[config.mk]
export PLATFORM = sky130hd
export DESIGN_NAME = ffp_fault_fsm
export DESIGN_NICKNAME = d
export VERILOG_FILES = /design/src/design/ffp_pkg.sv /design/src/design/ffp_fault_fsm.sv
export SDC_FILE = /design/constraint.sdc
export NUM_CORES = 1
export LEC_CHECK = 0
export BUFFER_PORTS_ARGS = -buffer_cell sky130_fd_sc_hd__buf_2
export CORE_ASPECT_RATIO = 1.75
export CORE_MARGIN = 2
export CORE_UTILIZATION = 56
export CTS_BUF_LIST = sky130_fd_sc_hd__clkbuf_4
export CTS_CLUSTER_DIAMETER = 150
export DETAILED_ROUTE_END_ITERATION = 16
export HOLD_SLACK_MARGIN = 0.05
export PLACE_DENSITY = 0.75
export SLEW_MARGIN = 0
export SYNTH_ARGS = -nofsm -noshare
export SYNTH_HDL_FRONTEND = slang
export SYNTH_SLANG_ARGS = --single-unit
[constraint.sdc]
create_clock -name clk -period 2.1 [get_ports clk]
set_input_delay 0.42 -clock clk [delete_from_list [all_inputs] [get_ports clk]]
set_output_delay 0.42 -clock clk [all_outputs]
set_load 0.02 [all_outputs]
[src/design/ffp_pkg.sv]
// ffp_pkg: constants shared by the flyback fault supervision block.
// assumes a 100 MHz system clock; analog levels are carried as select codes only.
package ffp_pkg;
    localparam int unsigned CLK_MHZ            = 100;
    localparam int unsigned OC_FULL_COUNT      = 5000;
    localparam int unsigned OC_UP_STEP         = 2;
    localparam int unsigned OC_DOWN_STEP       = 1;
    localparam int unsigned OC_BLANK_NS        = 150;
    localparam int unsigned SHORT_BLANK_LEAD_NS = 50;
    localparam int unsigned SHORT_BLANK_NS     = OC_BLANK_NS - SHORT_BLANK_LEAD_NS;
    localparam int unsigned OC_BLANK_CYC       = (OC_BLANK_NS * CLK_MHZ + 999) / 1000;
    localparam int unsigned SHORT_BLANK_CYC    = (SHORT_BLANK_NS * CLK_MHZ + 999) / 1000;
    localparam int unsigned HOLD_AFTER_US      = 1000;
    localparam int unsigned HOLD_AFTER_CYC     = HOLD_AFTER_US * CLK_MHZ;
    localparam int unsigned RETRY_MS           = 1600;
    localparam int unsigned RETRY_CYC          = RETRY_MS * 1000 * CLK_MHZ;
    localparam int unsigned SHORT_EVENT_LIMIT  = 2;
    // overcurrent level select codes
    localparam logic [1:0] OC_LVL_DCM    = 2'h0;
    localparam logic [1:0] OC_LVL_ACF    = 2'h1;
    localparam logic [1:0] OC_LVL_RAISED = 2'h2;
    typedef enum logic [2:0] {
        FFP_RUN,
        FFP_LATCH_PEND,
        FFP_LATCHED,
        FFP_RETRY,
        FFP_WAIT_ON,
        FFP_THERMAL
    } ffp_state_t;
endpackage
[src/design/ffp_fault_fsm.sv]
// ffp_fault_fsm: per-cycle current limit, overcurrent and short counters,
// handover level raise, bias cycling and latch/retry/thermal fault handling.
// assumes comparator and supply detector inputs are synchronous to clk.
`timescale 1ns/1ps
`default_nettype none

// Function
// - overcurrent trip ends low-side pulse in clamp and discontinuous modes
// - handover state selects the raised overcurrent trip level
// - overcurrent trip in a cycle flags error and adds two to counter
// - cycle without overcurrent trip subtracts one from counter
// - counter updates exactly once per switching cycle tick
// - five thousand counts is full count regardless of frequency
// - full count starts latched or auto-recovery fault per option
// - discontinuous mode selects the 784 mV overcurrent level
// - clamp mode selects a frequency-dependent falling overcurrent level
// - after short blanking, short trip ends pulse in clamp, discontinuous, skip
// - short blanking is 50 ns shorter than overcurrent blanking
// - consecutive short trips over limit latch or restart per option
// - handover raises overcurrent to 1.2 V and short to 1.4 V
// - raised levels from first handover pulse until 1 ms after handover
// - idle in fault: charge on at off level, off at on level
// - bias cycling stops on line removal, supply reset or retry expiry
// - auto-recovery holds both gates low for the whole retry interval
// - after retry interval, restart at next supply-on detection
// - latched fault lets present cycle finish, then gates stay off
// - latched fault in skip mode makes no pulses, keeps bias cycling
// - thermal trip non-latching; leaves on clear, supply reset or line removal
// - after thermal clear, fresh power-up at next supply-on detection
// - latched state holds until supply falls to reset level
module ffp_fault_fsm #(
    parameter int unsigned OC_FULL     = ffp_pkg::OC_FULL_COUNT,
    parameter int unsigned SHORT_LIMIT = ffp_pkg::SHORT_EVENT_LIMIT,
    parameter int unsigned RETRY_CYCLES = ffp_pkg::RETRY_CYC,
    parameter int unsigned HOLD_CYCLES  = ffp_pkg::HOLD_AFTER_CYC
) (
    input  wire logic       clk,
    input  wire logic       sys_rst,
    input  wire logic       low_side_pulse,
    input  wire logic       clamp_pulse,
    input  wire logic       cycle_tick,
    input  wire logic       overcurrent_trip,
    input  wire logic       short_circuit_trip,
    input  wire logic       active_clamp_mode,
    input  wire logic       discontinuous_mode,
    input  wire logic       skip_mode,
    input  wire logic       mode_handover,
    input  wire logic       high_freq_band,
    input  wire logic       vcc_on_level,
    input  wire logic       vcc_off_level,
    input  wire logic       high_voltage_input,
    input  wire logic       thermal_trip,
    input  wire logic       oc_reaction_latch,
    input  wire logic       short_reaction_latch,
    input  wire logic       short_limit_enable,
    output logic            low_side_gate,
    output logic            clamp_gate,
    output logic            bias_charge_current,
    output logic            overcurrent_error,
    output logic [1:0]      oc_level_sel,
    output logic            short_level_raised,
    output logic            per_cycle_limit,
    output logic            fault_latched,
    output logic            soft_start_req
);
    localparam int OCW = $clog2(OC_FULL + 3);
    localparam int SCW = $clog2(SHORT_LIMIT + 2);
    localparam int RTW = $clog2(RETRY_CYCLES + 1);
    localparam int HDW = $clog2(HOLD_CYCLES + 1);
    localparam int BKW = $clog2(ffp_pkg::OC_BLANK_CYC + 2);

    initial begin
        if (OC_FULL < 2 || SHORT_LIMIT < 1 || RETRY_CYCLES < 1 || HOLD_CYCLES < 1)
            $error("ffp_fault_fsm: parameter out of range");
    end

    ffp_pkg::ffp_state_t state_reg;
    logic [OCW-1:0] oc_count_reg;
    logic [SCW-1:0] short_count_reg;
    logic [RTW-1:0] retry_count_reg;
    logic [HDW-1:0] hold_count_reg;
    logic [BKW-1:0] blank_count_reg;
    logic           raised_reg;
    logic           oc_seen_reg;
    logic           short_seen_reg;
    logic           cut_reg;
    logic           pulse_d_reg;

    wire logic switching   = active_clamp_mode | discontinuous_mode;
    wire logic pulse_rise  = low_side_pulse & ~pulse_d_reg;
    wire logic oc_armed    = blank_count_reg >= BKW'(ffp_pkg::OC_BLANK_CYC);
    wire logic short_armed = blank_count_reg >= BKW'(ffp_pkg::SHORT_BLANK_CYC);
    wire logic oc_hit      = low_side_pulse & oc_armed & overcurrent_trip & switching;
    wire logic short_hit   = low_side_pulse & short_armed & short_circuit_trip
                             & (switching | skip_mode);
    wire logic oc_cycle    = oc_seen_reg | oc_hit;
    wire logic short_cycle = short_seen_reg | short_hit;
    wire logic oc_full     = oc_count_reg >= OCW'(OC_FULL);
    wire logic short_over  = short_limit_enable && (short_count_reg > SCW'(SHORT_LIMIT));
    wire logic trip_fault  = (state_reg == ffp_pkg::FFP_RUN) && (oc_full || short_over);
    wire logic trip_latch  = (oc_full && oc_reaction_latch) || (short_over && short_reaction_latch);
    wire logic gates_ok    = (state_reg == ffp_pkg::FFP_RUN) || (state_reg == ffp_pkg::FFP_LATCH_PEND);

    always_ff @(posedge clk) begin
        if (sys_rst) begin
            pulse_d_reg     <= 1'b0;
            blank_count_reg <= '0;
        end else begin
            pulse_d_reg <= low_side_pulse;
            if (!low_side_pulse)
                blank_count_reg <= '0;
            else if (!oc_armed)
                blank_count_reg <= blank_count_reg + BKW'(1);
        end
    end

    // pulse cut stays until the pulse command drops
    always_ff @(posedge clk) begin
        if (sys_rst)
            cut_reg <= 1'b0;
        else if (!low_side_pulse)
            cut_reg <= 1'b0;
        else if (oc_hit || short_hit)
            cut_reg <= 1'b1;
    end

    // per-cycle trip memories, closed at each cycle tick
    always_ff @(posedge clk) begin
        if (sys_rst || cycle_tick) begin
            oc_seen_reg    <= 1'b0;
            short_seen_reg <= 1'b0;
        end else begin
            oc_seen_reg    <= oc_cycle;
            short_seen_reg <= short_cycle;
        end
    end

    always_ff @(posedge clk) begin
        if (sys_rst || trip_fault)
            oc_count_reg <= '0;
        else if (cycle_tick && state_reg == ffp_pkg::FFP_RUN) begin
            if (oc_cycle)
                oc_count_reg <= oc_count_reg + OCW'(ffp_pkg::OC_UP_STEP);
            else if (oc_count_reg != '0)
                oc_count_reg <= oc_count_reg - OCW'(ffp_pkg::OC_DOWN_STEP);
        end
    end

    always_ff @(posedge clk) begin
        if (sys_rst)
            overcurrent_error <= 1'b0;
        else if (cycle_tick)
            overcurrent_error <= oc_cycle;
    end

    always_ff @(posedge clk) begin
        if (sys_rst || trip_fault)
            short_count_reg <= '0;
        else if (cycle_tick) begin
            if (!short_cycle)
                short_count_reg <= '0;
            else if (!short_over)
                short_count_reg <= short_count_reg + SCW'(1);
        end
    end

    // raised levels from first handover pulse edge until hold time after handover
    always_ff @(posedge clk) begin
        if (sys_rst) begin
            raised_reg     <= 1'b0;
            hold_count_reg <= '0;
        end else if (mode_handover) begin
            hold_count_reg <= '0;
            if (pulse_rise)
                raised_reg <= 1'b1;
        end else if (raised_reg) begin
            if (hold_count_reg >= HDW'(HOLD_CYCLES - 1))
                raised_reg <= 1'b0;
            else
                hold_count_reg <= hold_count_reg + HDW'(1);
        end
    end

    always_ff @(posedge clk) begin
        if (sys_rst) begin
            oc_level_sel       <= ffp_pkg::OC_LVL_DCM;
            short_level_raised <= 1'b0;
        end else begin
            short_level_raised <= raised_reg;
            if (raised_reg)
                oc_level_sel <= ffp_pkg::OC_LVL_RAISED;
            else if (active_clamp_mode)
                oc_level_sel <= {1'b0, ~high_freq_band} & ffp_pkg::OC_LVL_ACF;
            else
                oc_level_sel <= ffp_pkg::OC_LVL_DCM;
        end
    end

    always_ff @(posedge clk) begin
        if (sys_rst) begin
            state_reg <= ffp_pkg::FFP_RUN;
        end else begin
            case (state_reg)
                ffp_pkg::FFP_RUN: begin
                    if (thermal_trip)
                        state_reg <= ffp_pkg::FFP_THERMAL;
                    else if (trip_fault && trip_latch)
                        state_reg <= skip_mode ? ffp_pkg::FFP_LATCHED
                                               : ffp_pkg::FFP_LATCH_PEND;
                    else if (trip_fault)
                        state_reg <= ffp_pkg::FFP_RETRY;
                end
                ffp_pkg::FFP_LATCH_PEND: begin
                    if (cycle_tick)
                        state_reg <= ffp_pkg::FFP_LATCHED;
                end
                ffp_pkg::FFP_LATCHED: begin
                    state_reg <= ffp_pkg::FFP_LATCHED;
                end
                ffp_pkg::FFP_RETRY: begin
                    if (!high_voltage_input)
                        state_reg <= ffp_pkg::FFP_WAIT_ON;
                    else if (retry_count_reg >= RTW'(RETRY_CYCLES - 1))
                        state_reg <= ffp_pkg::FFP_WAIT_ON;
                end
                ffp_pkg::FFP_WAIT_ON: begin
                    if (vcc_on_level)
                        state_reg <= ffp_pkg::FFP_RUN;
                end
                ffp_pkg::FFP_THERMAL: begin
                    if (!thermal_trip || !high_voltage_input)
                        state_reg <= ffp_pkg::FFP_WAIT_ON;
                end
                default: state_reg <= ffp_pkg::FFP_RUN;
            endcase
        end
    end

    always_ff @(posedge clk) begin
        if (sys_rst || state_reg != ffp_pkg::FFP_RETRY)
            retry_count_reg <= '0;
        else
            retry_count_reg <= retry_count_reg + RTW'(1);
    end

    // bias cycling: only while idle in retry or latch, and line present
    always_ff @(posedge clk) begin
        if (sys_rst || !high_voltage_input ||
            !(state_reg == ffp_pkg::FFP_RETRY || state_reg == ffp_pkg::FFP_LATCHED))
            bias_charge_current <= 1'b0;
        else if (vcc_on_level)
            bias_charge_current <= 1'b0;
        else if (vcc_off_level)
            bias_charge_current <= 1'b1;
    end

    always_ff @(posedge clk) begin
        if (sys_rst) begin
            low_side_gate   <= 1'b0;
            clamp_gate      <= 1'b0;
            per_cycle_limit <= 1'b0;
            fault_latched   <= 1'b0;
            soft_start_req  <= 1'b0;
        end else begin
            low_side_gate   <= gates_ok & low_side_pulse & ~cut_reg & ~oc_hit & ~short_hit;
            clamp_gate      <= gates_ok & clamp_pulse & ~low_side_pulse;
            per_cycle_limit <= cut_reg | oc_hit | short_hit;
            fault_latched   <= (state_reg == ffp_pkg::FFP_LATCHED) || (state_reg == ffp_pkg::FFP_LATCH_PEND);
            soft_start_req  <= (state_reg == ffp_pkg::FFP_WAIT_ON) && vcc_on_level;
        end
    end
endmodule

`default_nettype wire

==> results.toml, run 1 <==
[timing]
drv_slew = 0
period_needed_ns = 2.17
whs_ns = 0.115
worstMarginPinSlew_ns = 0.541
fmax_mhz = 462
setup_viol_count_final = 1
fin_skew_ns = 0.0146
worst_slack_ns = -0.0658
finalHoldViolations = 0
period_share = 1.03
relSlewSlack = 0.630
grt_setup_unrepaired = "true"

[layout]
antennaDiodeCount = 0
nFillCells = 614
drive_gt1_frac = 0.212
layout_commonest_cell = "dfxtp_1"
seq_area_um2 = 1640
mostFrequentLayoutCells = "dfxtp_1, nor2_1, buf_4, nand2_1, nand3_1"
syn2layout_area_growth_pct = 18.6
instances_no_fill = 652
largest_reg_flops = 28
layout.nets = 591
multi_input_area_um2 = 2470
design_area_um2 = 4950

[place]
dpl_worst_slack_ns = -0.106
hpwlAfterDp_um = 7300
placed_cells = 632
place_congestion = 0.981
dpl_cell_area_um2 = 4630
port_buffers = 28

[route]
dr.pass1.iters = 4
routed_wl_um = 10200
viasPerCell = 5.94
drtAntennaViolNets = 0
drc = 0
wire_per_inst_um = 15.7
dr.first_iter.drc_count = 235
num_vias = 3873

[floorplanning]
pin_count = 29
initial_core_util = 0.576
core_um2 = 7230
die_h_um = 118
rows = 41
dieArea_um2 = 8180
die_w_um = 69.2

[global_routing]
grt_usage = 0.260
grt_use_met1 = 0.284
antenna_found_initial = 0
busiest_layer = "met2"
grt_util_met3 = 0.0486
grt-ovfl-total = 0
met2_usage = 0.471
grt_pass1_wl_um = 17400
grt_max_degree = 29
first_global_vias = 3851

[run_status]
status = "finished, violations left"
violations = "setup timing"

[synth]
synth.distinct_cells = 58
ys_seq_area_frac = 0.394
postSynth.asyncResetShare = 0
synth_warnings = 0
avgSynthCellArea_um2 = 8.29
synth_nets = 533
synth_area_um2 = 4170
synth-edff-count = 0
synth-seq-cells = 82
synth_ff_type = "dfxtp_1"
syn_inst = 503

[min_path]
min_from = "high_freq_band"
holdPathStages = 2
hold_end = "oc_level_sel[0]$_SDFF_PP0_"
hp-class = "primary input to flop"

[worst_setup_path]
crit_buf_inv = 0
r2r-end = "oc_count_reg[9]$_SDFFE_PP0P_"
crit_type = "flop to flop"
cp_slowest_cell = "or4_4"
crit_fanout = 3
rrSetupSlack_ns = -0.07
cpMostUsedCell = "ha_4"
crit_path_max_incr_delay_ns = 0.52
cp.required_ns = 2.47
end_kind = "flop"
cp-start-kind = "flop"
ff2ff_path_depth = 8
r2r_start = "blank_count_reg[1]$_SDFFE_PP0P_"
arrival_ns = 2.54
cp_cell_sequence = "ha_4 -> and3_4 -> ha_4 -> nor3_4 -> a22o_4 -> or4_4 -> a2111o_1 -> o21ai_1"
cp_top_family = "simple AND/OR/NAND/NOR gates"

[clock_tree]
clk_pin_slew_ns = 0.13
insertion_delay_ns = 0.44
clkSinkCount = 82
clockBufferDepth = 2
cts_tree = "done"
cts_buffers = 9
clockRootBuffer = "clkbuf_4"
htreeDepth = 3

[power]
p_leak_nw = 1.84
power.density_nw_per_um2 = 950
total_power_mw = 4.70
peakVddDrop_mv = 0.776

[job]
max_cap_viol_count = 0
==> worst reg2reg max path: stages, from the launching register on <==
cell and delay, ns:
dfxtp_2 0.38, ha_4 0.14, and3_4 0.19, ha_4 0.15, nor3_4 0.05, a22o_4 0.25
or4_4 0.52, a2111o_1 0.37, o21ai_1 0.07
==> per-stage QoR <==
| step | TNS (ns) | utilization |
|---|---|---|
| after floorplan | 0 | - |
| after global placement | -0.118 | 0.640 |
| after detailed placement | -0.284 | 0.640 |
| after CTS | -0.0650 | 0.676 |
| after global routing | -0.347 | 0.684 |
| final | -0.0658 | 0.684 |
==> how the worst max path moves through the flow <==
stage                                                from                             to  depth (start not counted)
after floorplan           blank_count_reg[0]$_SDFFE_PP0P_  oc_count_reg[10]$_SDFFE_PP0P_                          9
after global placement    blank_count_reg[0]$_SDFFE_PP0P_  oc_count_reg[10]$_SDFFE_PP0P_                          9
after detailed placement  blank_count_reg[0]$_SDFFE_PP0P_  oc_count_reg[10]$_SDFFE_PP0P_                          9
after CTS                 blank_count_reg[0]$_SDFFE_PP0P_   oc_count_reg[9]$_SDFFE_PP0P_                          8
after global routing      blank_count_reg[1]$_SDFFE_PP0P_   oc_count_reg[9]$_SDFFE_PP0P_                          8
final                     blank_count_reg[1]$_SDFFE_PP0P_   oc_count_reg[9]$_SDFFE_PP0P_                          8
==> synthesized netlist by cell type (3+ instances only) <==
library cell	instances	area [um^2]
dfxtp_1	82	1640
nor2_1	68	255
nand2_1	31	116
nand3_1	30	150
a21oi_1	25	125
o21ai_0	21	105
nand4_1	19	119
clkbuf_1	16	60.1
inv_1	16	60.1
nor3_1	16	80.1
xor2_1	16	140
xnor2_1	15	131
or3_1	14	87.6
ha_1	11	138
and3_1	9	56.3
mux2i_1	9	90.1
nand2b_1	9	56.3
a31oi_1	6	37.5
and2_1	6	37.5
and4_1	6	52.6
buf_2	6	30.0
a31o_2	5	43.8
a2111oi_0	4	35.0
a211oi_1	4	30.0
nor3b_1	4	30.0
nor4_1	4	25.0
nor4b_1	4	35.0
o211ai_1	4	30.0
a21o_1	3	22.5
o311ai_0	3	26.3
or2_2	3	18.8
==> metal layers <==
metal | wire (um) | vias up
li1 | - | 1945
met1 | 4050 | 1818
met2 | 5470 | 82
met3 | 315 | 28
met4 | 411 | 0
met5 | 0 | -
==> area by class of cell <==
type | count | area share
timing repair buffer | 71 | 0.0992
clock inverter | 7 | 0.0218
inverter | 16 | 0.0121
multi-input combinational | 381 | 0.499
sequential | 82 | 0.332
clock buffer | 9 | 0.0137
tap | 86 | 0.0218
==> what timing repair did <==
action	4_1_cts	5_1_grt
endpoints found under the setup margin	11	18
pin swaps	7	11
setup buffers	3	2
resized for setup	14	11
hold buffers	0	0
==> power by group <==
| group | switching, mW | internal (mW) |
|---|---|---|
| sequential | 0.181 | 1.69 |
| combinational | 0.882 | 0.809 |
| clock | 0.540 | 0.591 |
| total | 1.60 | 3.09 |
==> cell families (layout without fill, tap and decap cells) <==
logic type	Yosys count	after routing	share of synthesized area
AOI/OAI and AO/OA	97	97	0.157
muxes	9	9	0.0216
buffers and inverters	40	103	0.0387
DFF	82	82	0.394
adders and majority gates	11	11	0.0330
xor gates and xnor gates	31	31	0.0651
and+or+nand+nor	233	233	0.291
Power figures use the tool's default switching activity.
==> inputs of run 2 (changes only) <==
Settings changed: REMOVE_ABC_BUFFERS from default to 1, SETUP_SLACK_MARGIN from default to 0.15.
==> results.toml, run 2 (same netlist as run 1, synthesis figures left out) <==
[worst_setup_path]
end_kind = "flop"
crit_path_max_incr_delay_ns = 0.51
crit_type = "flop to flop"
cp-start-kind = "flop"
cp_top_family = "simple AND/OR/NAND/NOR gates"
crit_buf_inv = 0
r2r_start = "blank_count_reg[0]$_SDFFE_PP0P_"
cp_slowest_cell = "or4_4"
cp.required_ns = 2.49
crit_fanout = 3
cp_cell_sequence = "ha_4 -> and3_4 -> ha_4 -> nor3_4 -> a22o_4 -> or4_4 -> a2111o_1 -> o21ai_1"
startpoint = "blank_count_reg[0]$_SDFFE_PP0P_"
arrival_ns = 2.56
cpMostUsedCell = "ha_4"

[floorplanning]
rows = 41
core_um2 = 7230
pin_count = 29
die_h_um = 118
die_w_um = 69.2
dieArea_um2 = 8180
initial_core_util = 0.576

[layout]
syn2layout_area_growth_pct = 20.9
design_area_um2 = 5040
largest_reg_flops = 28
multi_input_area_um2 = 2540
layout_commonest_cell = "dfxtp_1"
nFillCells = 608
seq_area_um2 = 1650
layout.nets = 597
mostFrequentLayoutCells = "dfxtp_1, nor2_1, buf_4, nand2_1, nand3_1"
drive_gt1_frac = 0.243
final_util = 0.697
instances_no_fill = 659

[timing]
grt_setup_unrepaired = "true"
whs_ns = 0.103
fin_skew_ns = 0.0115
fmax_mhz = 460
finalHoldViolations = 0
setup_viol_count_final = 3
relSlewSlack = 0.667
period_share = 1.03
period_needed_ns = 2.17
worst_slack_ns = -0.0719
drv_slew = 0
worstMarginPinSlew_ns = 0.498

[place]
placed_cells = 635
hpwlAfterDp_um = 7360
dpl_cell_area_um2 = 4630
place_congestion = 0.936
port_buffers = 28

[min_path]
hp-class = "primary input to flop"
min_from = "high_freq_band"

[route]
drc = 0
dr.first_iter.drc_count = 260
dr.pass1.iters = 4
routed_wl_um = 10200
viasPerCell = 6.04
wire_per_inst_um = 15.5
drtAntennaViolNets = 0
num_vias = 3983

[clock_tree]
clk_pin_slew_ns = 0.14
htreeDepth = 3
clockRootBuffer = "clkbuf_4"
cts_hold_buf = 0
cts_tree = "done"
clkSinkCount = 82
clockBufferDepth = 2
insertion_delay_ns = 0.45
cts_buffers = 9

[global_routing]
grt_pass1_wl_um = 17400
first_global_vias = 3848
grt-ovfl-total = 0
grt_usage = 0.257
grt_max_degree = 29
antenna_found_initial = 1

[run_status]
violations = "setup timing"
status = "finished, violations left"

[power]
power.density_nw_per_um2 = 936
peakVddDrop_mv = 0.915
p_leak_nw = 1.88

[job]
max_cap_viol_count = 0
==> run 2: timing repair <==
action / CTS / global route
endpoints found under the hold margin: 0 / 0
resized for setup: 38 / 19
setup buffers: 6 / 1
pin swaps: 17 / 10
endpoints found under the setup margin: 20 / 22
cloned: 0 / 0
==> run 2: final timing paths <==
kind                             endpoint  cells past startpoint  slack (ns)
max          oc_count_reg[9]$_SDFFE_PP0P_                      8       -0.07
min            oc_level_sel[0]$_SDFF_PP0_                      2        0.10
max reg2reg  oc_count_reg[9]$_SDFFE_PP0P_                      8       -0.07
min reg2reg    oc_level_sel[0]$_SDFF_PP0_                      1        0.44
==> run 2: area by class of cell <==
cell class	count	area share
Inverter	16	0.0119
Antenna cell	1	0.000496
Tap cell	86	0.0213
Multi-Input combinational cell	381	0.504
Clock buffer	9	0.0134
Timing Repair Buffer	77	0.106
Sequential cell	82	0.327
Clock inverter	7	0.0154
==> run 2: per-stage QoR <==
| stage | TNS, ns | setup slack (ns) | total power, mW |
|---|---|---|---|
| finish | -0.124 | -0.0719 | 4.72 |
| global route | -0.731 | -0.129 | 5.00 |
| CTS | -0.0658 | -0.0451 | 4.66 |
| detailed placement | -2.07 | -0.262 | 3.51 |
| global placement | -0.887 | -0.154 | 3.47 |
| floorplan | -2.38 | -0.314 | 2.86 |
==> run 2: routing by layer <==
layer	vias up	GRT usage	wire length, um
met3	33	0.0469	336
li1	1952	-	-
met5	-	0	0
met2	85	0.467	5540
met4	0	0.132	347
met1	1913	0.279	3970
==> run 2: power by group <==
group / switching, mW / internal, mW / total (mW)
registers: 0.167 / 1.69 / 1.86
clock network: 0.590 / 0.367 / 0.958
logic: 0.973 / 0.926 / 1.90
total: 1.73 / 2.99 / 4.72
==> inputs of run 3 (changes only) <==
Settings changed: ABC_AREA from default to 1, CORE_UTILIZATION 56 to 57.
==> results.toml, run 3 <==
[power]
p_leak_nw = 2.11
p_comb_frac = 0.362
seqPwrFrac = 0.407
total_power_mw = 4.49
peakVddDrop_mv = 0.676
switching_share = 0.384
power_frac_clock = 0.231
power.density_nw_per_um2 = 825
p_int_mw = 2.76
switchingPower_mw = 1.72

[timing]
period_needed_ns = 1.92
period_share = 0.916
grt_setup_unrepaired = "true"
finalHoldViolations = 0
worstMarginPinSlew_ns = 0.581
setup_viol_count_final = 0
relSlewSlack = 0.612
fin_skew_ns = 0.0193
fmax_mhz = 520
drv_slew = 0

[layout]
design_area_um2 = 5440
layout_commonest_cell = "nand2_1"
layout.nets = 781
largest_reg_flops = 28
nFillCells = 733
drive_gt1_frac = 0.142
mostFrequentLayoutCells = "nand2_1, inv_1, nor2_1, dfxtp_1, a21oi_1"
syn2layout_area_growth_pct = 11.1

[synth]
synth.largest_area_cell = "dfxtp_1"
synth_ff_type = "dfxtp_1"
synth_top_area_share = 0.335
synth-seq-cells = 82
synth_area_um2 = 4900
synth_common_cells = "nand2_1, inv_1, nor2_1"
synth.most_common_cell = "nand2_1"
synth_warnings = 0
synth.distinct_cells = 43
synth_area_leaders = "dfxtp_1, nand2_1, inv_1"
ys_seq_area_frac = 0.335
syn_inst = 712
synth-edff-count = 0
avgSynthCellArea_um2 = 6.88
postSynth.asyncResetShare = 0

[place]
dpl_cell_area_um2 = 5090
port_buffers = 28
hpwlAfterDp_um = 8930
place_congestion = 0.898

[clock_tree]
cts_tree = "done"
clockRootBuffer = "clkbuf_4"
clockBufferDepth = 2
insertion_delay_ns = 0.45
cts_buffers = 9
htreeDepth = 3
clkSinkCount = 82
clk_pin_slew_ns = 0.14
cts_hold_buf = 0

[global_routing]
first_global_vias = 4511
antenna_found_initial = 1
grt_max_degree = 20
grt_usage = 0.269
grt_pass1_wl_um = 19800
grt-ovfl-total = 0

[route]
viasPerCell = 5.37
routed_wl_um = 12100
dr.first_iter.drc_count = 182
wire_per_inst_um = 13.8
drtAntennaViolNets = 0
num_vias = 4680
dr.pass1.iters = 6
drc = 0

[worst_setup_path]
cp_slowest_cell = "dfxtp_2"
r2r_start = "blank_count_reg[1]$_SDFFE_PP0P_"
cp-start-kind = "flop"
r2r-end = "oc_count_reg[9]$_SDFFE_PP0P_"
ff2ff_path_depth = 14
crit_fanout = 7
end_kind = "flop"
cp.required_ns = 2.48
cp_top_family = "simple AND/OR/NAND/NOR gates"
cpMostUsedCell = "nand2_1"
crit_path_max_incr_delay_ns = 0.38
crit_type = "flop to flop"
cp_cell_sequence = "ha_4 -> inv_4 -> nor3_4 -> ha_2 -> nor2_2 -> nand2_2 -> nand2_4 -> nand2_8 -> clkinvlp_4 -> nand2_1 -> nand2_1 -> nand2_1 -> nand2_1 -> a21oi_2"
arrival_ns = 2.30
startpoint = "blank_count_reg[1]$_SDFFE_PP0P_"
crit_buf_inv = 2
rrSetupSlack_ns = 0.18

[min_path]
hold_end = "oc_level_sel[0]$_SDFF_PP0_"
hp-class = "primary input to flop"
holdPathStages = 2
min_from = "high_freq_band"

[run_status]
status = "finished clean"

[floorplanning]
core_um2 = 8310
pin_count = 29
initial_core_util = 0.589
rows = 44
die_w_um = 74.1
die_h_um = 127
dieArea_um2 = 9380

[job]
max_cap_viol_count = 0
## run 3: cell types whose count changed in the layout (fill, tap and decap cells not counted), moves of 11 or more
cell	previous run	this run
xor2_1	16	31
nor3_1	14	31
inv_1	16	92
a21oi_1	20	49
nor2_1	67	82
buf_4	42	12
or3_1	11	0
nand2_1	31	159
o21ai_0	15	27
## run 3: final cells by class
class / count / area, um^2 / share of cell area
flip-flops and latches: 82 / 1650 / 0.303
repair buffers: 42 / 262 / 0.0481
clock inverters: 5 / 80.1 / 0.0147
well taps: 115 / 144 / 0.0264
repair inverters: 1 / 7.51 / 0.00138
multi-input cells: 519 / 2860 / 0.525
clock buffers: 10 / 75.1 / 0.0138
diodes: 1 / 2.50 / 0.000460
inverters: 96 / 367 / 0.0674
## run 3: timing repair
action / 4_1_cts / 5_1_grt
buffers inserted: 3 / 3
endpoints found under the setup margin: 14 / 22
gates cloned: 1 / 1
pin swaps: 3 / 11
gates resized for setup: 9 / 23
## run 3: through the flow
stage	util	std cells	hold WS (ns)	setup slack, ns	setup TNS [ns]
after floorplan	-	696	0.399	0.247	0
after global placement	0.613	847	0.406	0.0938	0
after detailed placement	0.613	847	0.426	-0.0111	-0.0111
after CTS	0.640	866	0.113	0.189	0
after global routing	0.655	871	0.0860	0.0703	0
final	0.655	871	0.129	0.176	0
## run 3: routing by layer
layer | GRT usage | up-vias | wire length (um)
li1 | - | 2387 | -
met1 | 0.275 | 2179 | 4470
met2 | 0.507 | 88 | 6920
met3 | 0.0461 | 26 | 308
met4 | 0.125 | 0 | 365
met5 | 0 | - | 0
## run 3: kinds of logic after synthesis
kind of cell    share of synthesized area
xor+xnor                           0.0680
buf+inv                             0.103
simple gates                        0.368
compound gates                     0.0976
fa+ha+maj                          0.0281
flops                               0.335
## run 3: power groups by stage
| stage | clock network (mW) | registers (mW) | logic [mW] |
|---|---|---|---|
| 2_1_floorplan | 0 | 1.86 | 1.10 |
| 3_3_place_gp | 0 | 1.85 | 1.44 |
| 3_5_place_dp | 0 | 1.85 | 1.48 |
| 4_1_cts | 1.06 | 1.82 | 1.57 |
| 5_1_grt | 1.14 | 1.84 | 1.81 |
| 6_report | 1.03 | 1.83 | 1.63 |
## run 3: worst max path at each step
| stage | to | slack, ns | cells after the start |
|---|---|---|---|
| after detailed placement | oc_count_reg[9]$_SDFFE_PP0P_ | -0.01 | 14 |
| after global placement | oc_count_reg[9]$_SDFFE_PP0P_ | 0.09 | 14 |
| after global routing | oc_count_reg[9]$_SDFFE_PP0P_ | 0.07 | 14 |
| after CTS | retry_count_reg[24]$_SDFF_PP0_ | 0.19 | 10 |
| final | oc_count_reg[9]$_SDFFE_PP0P_ | 0.18 | 14 |
| after floorplan | oc_count_reg[9]$_SDFFE_PP0P_ | 0.25 | 14 |
